[src/logic/sml_defs.svh]
// Purpose: Constants for the configuration latch and status indicator block
// Assumes: 125 MHz system clock
// Notes: Offsets are byte addresses on the register bus
`ifndef SML_DEFS_SVH
`define SML_DEFS_SVH

// ----------------------------------------
// Timing
// ----------------------------------------
`define SML_CLK_HZ 125000000
`define SML_FLASH_HALF_MS 250
`define SML_FLASH_HALF_CYC ((`SML_CLK_HZ / 1000) * `SML_FLASH_HALF_MS)

// ----------------------------------------
// Register offsets
// ----------------------------------------
`define SML_OFS_CTRL 8'h00
`define SML_OFS_STATUS 8'h04
`define SML_OFS_SEL 8'h08
`define SML_OFS_LED 8'h0c

// ----------------------------------------
// Status field positions
// ----------------------------------------
`define SML_ST_CFG_ERR 0
`define SML_ST_GEN_ERR 1
`define SML_ST_ALERT 2
`define SML_ST_SAFE 3
`define SML_ST_CAPTURED 4

// ----------------------------------------
// Widths
// ----------------------------------------
`define SML_SEL_W 4
`define SML_IN_N 4

`endif

[src/logic/sml_pkg.sv]
// Purpose: Types for the configuration latch and status indicator block
// Assumes: sml_defs.svh provides widths
// Notes: Indicator bundle travels as one packed struct
`include "sml_defs.svh"

package sml_pkg;

	// ----------------------------------------
	// Indicator bundle
	// ----------------------------------------
	typedef struct packed {
		logic state;
		logic start;
		logic error;
		logic [`SML_IN_N-1:0] inputs;
	} sml_led_s;

endpackage

[src/logic/sml_top.sv]
// Purpose: Selector latch, configuration check, safe state and indicator drive
// Assumes: All inputs synchronous to clk_i; rst_i stands for power-up
// Notes: Registers over classic Wishbone, ack one cycle after the request
//
// Notes on behaviour
// - Selectors are captured once after power-up and held for the session.
// - Live selectors differing from captured values raise a configuration error.
// - Output indicator is dark when output is off, lit when on.
// - Start indicator dark unmet, lit met, flashing while waiting.
// - Each safety input indicator follows its input level.
// - Sync timeout flashes error indicator; inputs 0 and 1 flash alternately.
// - Any alert forces the safe state with outputs deenergized.
// - Once the alert cause clears, normal operation resumes without power cycle.
// - Detected errors light error steadily and hold safe state until power-up.
// - Configuration error lights output, start and input indicators steadily.
`timescale 1ns/1ps
`include "sml_defs.svh"

module sml_top #(
	parameter logic [31:0] FLASH_HALF_CYC = `SML_FLASH_HALF_CYC
) (
	// Clock, reset, enable
	input wire logic clk_i,
	input wire logic rst_i,
	input wire logic ce_i,
	// Wishbone slave
	input wire logic wb_cyc_i,
	input wire logic wb_stb_i,
	input wire logic wb_we_i,
	input wire logic [7:0] wb_adr_i,
	input wire logic [3:0] wb_sel_i,
	input wire logic [31:0] wb_dat_i,
	output logic [31:0] wb_dat_o,
	output logic wb_ack_o,
	// Configuration selectors
	input wire logic [`SML_SEL_W-1:0] app_sel_i,
	input wire logic [`SML_SEL_W-1:0] start_sel_i,
	// Device status
	input wire logic out_request_i,
	input wire logic start_met_i,
	input wire logic start_wait_i,
	input wire logic [`SML_IN_N-1:0] in_active_i,
	input wire logic sync_timeout_i,
	input wire logic alert_i,
	input wire logic error_i,
	// Outputs
	output logic safe_out_o,
	output logic safe_state_o,
	output sml_pkg::sml_led_s led_o
);

	// ----------------------------------------
	// State
	// ----------------------------------------
	logic captured;
	logic [`SML_SEL_W-1:0] app_lat;
	logic [`SML_SEL_W-1:0] start_lat;
	logic err_cfg;
	logic err_gen;
	logic [31:0] flash_half;
	logic [31:0] flash_cnt;
	logic flash_ph;
	logic mismatch;
	logic alert;
	logic next_err_cfg;
	logic next_err_gen;
	logic next_safe;
	logic next_safe_out;
	logic wb_req;
	sml_pkg::sml_led_s next_led;

	// ----------------------------------------
	// Selector capture
	// ----------------------------------------
	always_ff @(posedge clk_i) begin
		if (rst_i) begin
			captured <= 1'b0;
			app_lat <= '0;
			start_lat <= '0;
		end else if (ce_i && !captured) begin
			captured <= 1'b1;
			app_lat <= app_sel_i;
			start_lat <= start_sel_i;
		end
	end

	assign mismatch = captured && ((app_sel_i != app_lat) || (start_sel_i != start_lat));
	assign alert = sync_timeout_i || alert_i;
	assign next_err_cfg = err_cfg || mismatch;
	assign next_err_gen = err_gen || error_i;
	assign next_safe = !captured || alert || next_err_cfg || next_err_gen;
	assign next_safe_out = out_request_i && !next_safe;

	// ----------------------------------------
	// Error latches
	// ----------------------------------------
	always_ff @(posedge clk_i) begin
		if (rst_i) begin
			err_cfg <= 1'b0;
			err_gen <= 1'b0;
		end else if (ce_i) begin
			err_cfg <= next_err_cfg;
			err_gen <= next_err_gen;
		end
	end

	// ----------------------------------------
	// Common flash timebase
	// ----------------------------------------
	always_ff @(posedge clk_i) begin
		if (rst_i) begin
			flash_cnt <= '0;
			flash_ph <= 1'b0;
		end else if (ce_i) begin
			if (flash_cnt + 32'h1 >= flash_half) begin
				flash_cnt <= '0;
				flash_ph <= !flash_ph;
			end else begin
				flash_cnt <= flash_cnt + 32'h1;
			end
		end
	end

	// ----------------------------------------
	// Indicator pattern
	// ----------------------------------------
	always_comb begin
		next_led.state = next_safe_out;
		next_led.start = start_met_i || (start_wait_i && flash_ph);
		next_led.inputs = in_active_i;
		next_led.error = 1'b0;
		if (alert) begin
			next_led.error = flash_ph;
		end
		if (sync_timeout_i) begin
			next_led.inputs[0] = flash_ph;
			next_led.inputs[1] = !flash_ph;
		end
		if (next_err_gen) begin
			next_led.error = 1'b1;
		end
		if (next_err_cfg) begin
			next_led.error = 1'b1;
			next_led.state = 1'b1;
			next_led.start = 1'b1;
			next_led.inputs = '1;
		end
	end

	always_ff @(posedge clk_i) begin
		if (rst_i) begin
			led_o <= '0;
			safe_out_o <= 1'b0;
			safe_state_o <= 1'b1;
		end else if (ce_i) begin
			led_o <= next_led;
			safe_out_o <= next_safe_out;
			safe_state_o <= next_safe;
		end
	end

	// ----------------------------------------
	// Wishbone registers
	// ----------------------------------------
	assign wb_req = wb_cyc_i && wb_stb_i && !wb_ack_o;

	always_ff @(posedge clk_i) begin
		if (rst_i) begin
			flash_half <= FLASH_HALF_CYC;
		end else if (ce_i && wb_req && wb_we_i && wb_adr_i == `SML_OFS_CTRL) begin
			for (int b = 0; b < 4; b++) begin
				if (wb_sel_i[b]) begin
					flash_half[b*8 +: 8] <= wb_dat_i[b*8 +: 8];
				end
			end
		end
	end

	always_ff @(posedge clk_i) begin
		if (rst_i) begin
			wb_ack_o <= 1'b0;
			wb_dat_o <= '0;
		end else if (ce_i) begin
			wb_ack_o <= wb_req;
			wb_dat_o <= '0;
			if (wb_req && !wb_we_i) begin
				unique case (wb_adr_i)
					`SML_OFS_CTRL: wb_dat_o <= flash_half;
					`SML_OFS_STATUS: begin
						wb_dat_o[`SML_ST_CFG_ERR] <= err_cfg;
						wb_dat_o[`SML_ST_GEN_ERR] <= err_gen;
						wb_dat_o[`SML_ST_ALERT] <= alert;
						wb_dat_o[`SML_ST_SAFE] <= safe_state_o;
						wb_dat_o[`SML_ST_CAPTURED] <= captured;
					end
					`SML_OFS_SEL: wb_dat_o[2*`SML_SEL_W-1:0] <= {start_lat, app_lat};
					`SML_OFS_LED: wb_dat_o[$bits(led_o)-1:0] <= led_o;
					default: wb_dat_o <= '0;
				endcase
			end
		end
	end
endmodule

[config.mk]
export PLATFORM = sky130hd
export DESIGN_NAME = sml_top
export DESIGN_NICKNAME = d
export VERILOG_FILES = /design/src/logic/sml_pkg.sv /design/src/logic/sml_top.sv
export VERILOG_INCLUDE_DIRS = /design/src /design/src/logic
export SDC_FILE = /design/constraint.sdc
export NUM_CORES = 1
export LEC_CHECK = 0
export ABC_AREA = 1
export BUFFER_PORTS_ARGS = -buffer_cell sky130_fd_sc_hd__buf_2
export CORE_MARGIN = 4
export CORE_UTILIZATION = 57
export DETAILED_ROUTE_END_ITERATION = 16
export GPL_TIMING_DRIVEN = 1
export HOLD_SLACK_MARGIN = 0.15
export PLACE_DENSITY_LB_ADDON = 0.25
export SLEW_MARGIN = 40
export SYNTH_ARGS = -nofsm -noshare
export SYNTH_HDL_FRONTEND = slang
export SYNTH_SLANG_ARGS = --single-unit
[constraint.sdc]
create_clock -name clk_i -period 3.79 [get_ports clk_i]
set_input_delay 0.379 -clock clk_i [delete_from_list [all_inputs] [get_ports clk_i]]
set_output_delay 0.379 -clock clk_i [all_outputs]
set_load 0.01 [all_outputs]
==> parameters.txt <==
Parameter                              Value

Detailed routing
  Overall via count from detail_route    around 6600
  DRC violations left    0
  Detailed-route vias per instance    5.39
  Starting DRT DRC Count    687
  First-pass detailed-route iteration total    5
  Routed length per placed instance    roughly 14 um
  Final Routed Wirelength    17700 um
  Antenna Nets Post-Route    0

Synthesis
  Predominant post-synthesis flop cell    sky130_fd_sc_hd__dfxtp_1
  Sequential fraction of the synthesis area    36.3%
  Largest area contributor in the netlist    sky130_fd_sc_hd__dfxtp_1
  Cell variety after synth    42
  Top cell type's share of synthesized area    36.3%
  Synthesized Nets    1069
  Synthesis-stage register bit count    roughly 120
  Most frequent cell after synthesis    sky130_fd_sc_hd__nand2_1
  Number of warnings printed during yosys synthesis    0
  Async SR Flop Fraction    0%
  Top cells by count, synth    sky130_fd_sc_hd__nand2_1 (244), sky130_fd_sc_hd__inv_1 (128), sky130_fd_sc_hd__a21oi_1 (120)
  Number of enable flip-flop cells after synthesis    0
  Cell types with the largest area share after synthesis    sky130_fd_sc_hd__dfxtp_1 (36%), sky130_fd_sc_hd__nand2_1 (14%), sky130_fd_sc_hd__a21oi_1 (9.2%)
  Cell Area, Synth    6510 sq um
  Cell count after synthesis    968
  Mean post-synth cell area    approximately 6.7 sq um

Hold path
  Hold path startpoint    wb_dat_i[19]
  Sink of the worst hold path    flash_half[19]$_SDFFE_PP1P_
  Type of the tightest min-delay check    input pin to flip-flop
  Depth of the worst hold-timing path    3

STA
  Pin slew with the least headroom to its limit    0.612 ns
  Worst rel slew slack    approximately 59%
  Max-slew violation count    0
  Highest attainable clock frequency    312 MHz
  Setup TNS    0 ns
  Final critical path time including I/O delays and setup    3.20 ns
  Final Setup Violations    0
  Post-Route Skew    approximately 0.0074 ns
  Final number of hold-violating endpoints    0
  RSZ-0062 raised after global routing    no
  Final period utilization    between 80% and 90%

Job
  Max-capacitance violation count    0

Power and ir drop
  Leakage Power    3.65 nW
  Switching component of the power    0.768 mW
  Power per cell area    427 nW/um^2
  Switching Share    about 23%
  Clock network fraction of design power    a little over half
  Logic pwr share    7.5%
  Register share of total power    just under 40%
  Cell Int Power    between 2 and 3 mW
  Maximum ir drop on the vdd rail    between 0.0003 and 0.0004 V

Floorplanning
  X dimension of the die    115 um
  Effective utilization at floorplan    approximately three fifths
  Top-Level Pins    110
  Number of core rows    38
  DIE HEIGHT    115 um
  Area of the core    between 10000 and 15000 sq um
  Die Area    13200 sq um

Worst setup path
  Crit-path max FO    17
  Element type at the critical path start    flip-flop
  Capture point of the worst reg-to-reg path    flash_cnt[30]$_SDFFE_PP0P_
  Buffers plus inverters on the worst setup path    1
  Critical Path, Cell by Cell    ha_1 > nand2_2 > nor2_1 > nand2_2 > nor2_4 > nand2_1 > o21ai_1 > inv_1 > ha_1 > nand2_1 > a21oi_1 > nor2_1 > nand2_1 > nor2_1 > nand2_1 > nand2_2 > nand2_1 > nand2_1 > nand2_1 > nor2_1
  Required time of the worst setup path    4.13 ns
  Worst R2R Start    flash_cnt[0]$_SDFFE_PP0P_
  Number of cells on the worst reg-to-reg path    20
  Cell class contributing the biggest share of worst-path delay    simple AND/OR/NAND/NOR gates
  Capturing element type of the critical path    flip-flop
  Class of the most critical setup path    flip-flop to flip-flop
  Crit path max-delay cell type    sky130_fd_sc_hd__dfxtp_1
  Setup slack on the worst flop-to-flop path    0.59 ns
  Data arrival time at the worst-slack endpoint    3.55 ns
  CP dominant cell by count    sky130_fd_sc_hd__nand2_1
  Highest cell delay on the worst timing path    roughly 0.47 ns

Global route
  GRT Overall Usage    27.1%
  Number of global-route vias before repair    5916
  Number of antenna violations at the first check in global routing    0
  Wire length of the first global-routing pass    roughly 28000 um
  Remaining Overflow, GRT    0
  Maximum number of pins on one net before global-route repair    79

Place
  Cell area reported after detailed placement    7110 sq um
  Number of buffers inserted by port buffering    109
  Post-detailed-placement half-perimeter wirelength    around 13000 um
  Final RePlAce weighted congestion    0.957

Final layout
  Post-Layout Inst Area    7790 sq um
  Final antenna diode count    0
  Number of filler cells placed in the layout    between 900 and 1000
  Area added between synthesis and finish    19.6%
  Layout cells sized above 1    16.9%
  Final-stage net count    roughly 1200

Clocking
  Maximum number of buffers from clock root to sink    2
  CTS Buf Count    17
  Number of H-tree branching levels    4
  Sinks on the clock net    around 120
  Count of instances resized after the clock tree is built    0
  Clock slew seen by the registers of the worst setup and hold paths    0.06 ns
  Root Buffer    sky130_fd_sc_hd__clkbuf_16
  Post-CTS Setup Bufs    0
  CTS tree    done
  Number of buffers added to fix hold violations after cts    0
  Insertion delay to the later sink of the worst-skew pair    around 0.42 ns

Run status
  Run status    completed
[flip-flops by register name (all words and copies together) (netlist names)]
| signal | count |
|---|---|
| flash_cnt | 32 |
| flash_half | 32 |
| wb_dat_o | 32 |
| led_o | 7 |
| app_lat | 4 |
| start_lat | 4 |
| captured | 1 |
| err_cfg | 1 |
| err_gen | 1 |
| flash_ph | 1 |
| safe_out_o | 1 |
| safe_state_o | 1 |
| wb_ack_o | 1 |
[cells in the final DEF, fill, tap and decap left out, drive strengths merged]
cell,netlist,layout
nor2,103,103
xnor2,5,5
or2,5,5
o21a,2,2
dfxtp,118,118
nand2,246,246
o21ai,65,65
ha,33,33
o21bai,1,1
xor2,10,10
a211oi,2,2
o221ai,2,2
nand4,11,11
inv,134,136
clkbuf,24,21
nand3b,2,2
a21o,4,4
a21oi,120,120
o22ai,9,9
a31oi,1,1
o211ai,1,1
and3,1,1
nor3,6,6
buf,11,115
nand3,49,49
clkinv,2,3
bufinv,0,5
clkinvlp,0,3
a31o,1,1
[per-stage QoR]
step / instances / worst slack (ns) / util, % / hold slack (ns) / power (mW)
floorplan: 968 / 1.12 / - / 0.439 / 1.46
global placement: 1187 / 0.593 / 64.5 / 0.447 / 1.55
detailed placement: 1187 / 0.442 / 64.5 / 0.451 / 1.56
CTS: 1219 / 0.405 / 70.4 / 0.166 / 3.34
global route: 1220 / 0.145 / 70.6 / 0.168 / 3.42
finish: 1220 / 0.586 / 70.6 / 0.174 / 3.33
[power by group through the flow]
stage	sequential [mW]	clock, mW	combinational, mW
finish	1.29	1.79	0.248
global route	1.29	1.85	0.278
CTS	1.29	1.80	0.243
detailed placement	1.32	0	0.240
global placement	1.32	0	0.235
floorplan	1.31	0	0.147
[tightest hold or removal path, delay by kind of cell]
kind,cells,cell delay (ns)
buf+inv,1,0.08
compound gates,2,0.11
[per-layer routing]
layer / up-vias / wire length [um] / global-route usage (%)
met3: 40 / 1550 / 7.63
met4: 0 / 470 / 10.6
met2: 286 / 7740 / 41.2
met5: - / 0 / 0
met1: 2938 / 7920 / 36.5
li1: 3313 / - / -
[layout make-up]
class	instances	area [sq um]	share of cell area, %
Sequential cell	118	2360	30.3
Tap cell	140	175	2.25
Timing Repair Buffer	115	603	7.74
Clock inverter	11	195	2.51
Clock buffer	21	460	5.91
Inverter	136	513	6.58
Multi-Input combinational cell	679	3480	44.7
[worst max-delay path by stage]
| stage | to | cells after the start | startpoint |
|---|---|---|---|
| global route | flash_cnt[30]$_SDFFE_PP0P_ | 20 | flash_cnt[0]$_SDFFE_PP0P_ |
| finish | flash_cnt[30]$_SDFFE_PP0P_ | 20 | flash_cnt[0]$_SDFFE_PP0P_ |
| CTS | flash_cnt[30]$_SDFFE_PP0P_ | 20 | flash_cnt[0]$_SDFFE_PP0P_ |
| global placement | flash_cnt[20]$_SDFFE_PP0P_ | 19 | flash_cnt[0]$_SDFFE_PP0P_ |
| floorplan | flash_cnt[17]$_SDFFE_PP0P_ | 20 | flash_cnt[0]$_SDFFE_PP0P_ |
| detailed placement | flash_cnt[20]$_SDFFE_PP0P_ | 19 | flash_cnt[0]$_SDFFE_PP0P_ |
[kinds of logic (layout without fill, tap and decap cells)]
kind of cell    Yosys count  in the layout  synth area share (%)
buf+inv                 171            283                  10.4
simple gates            423            423                  28.2
fa+ha+maj                33             33                  6.34
xor+xnor                 15             15                  2.13
compound gates          208            208                  16.7
flops                   118            118                  36.3
No activity file was read; power rests on OpenSTA's default activity.
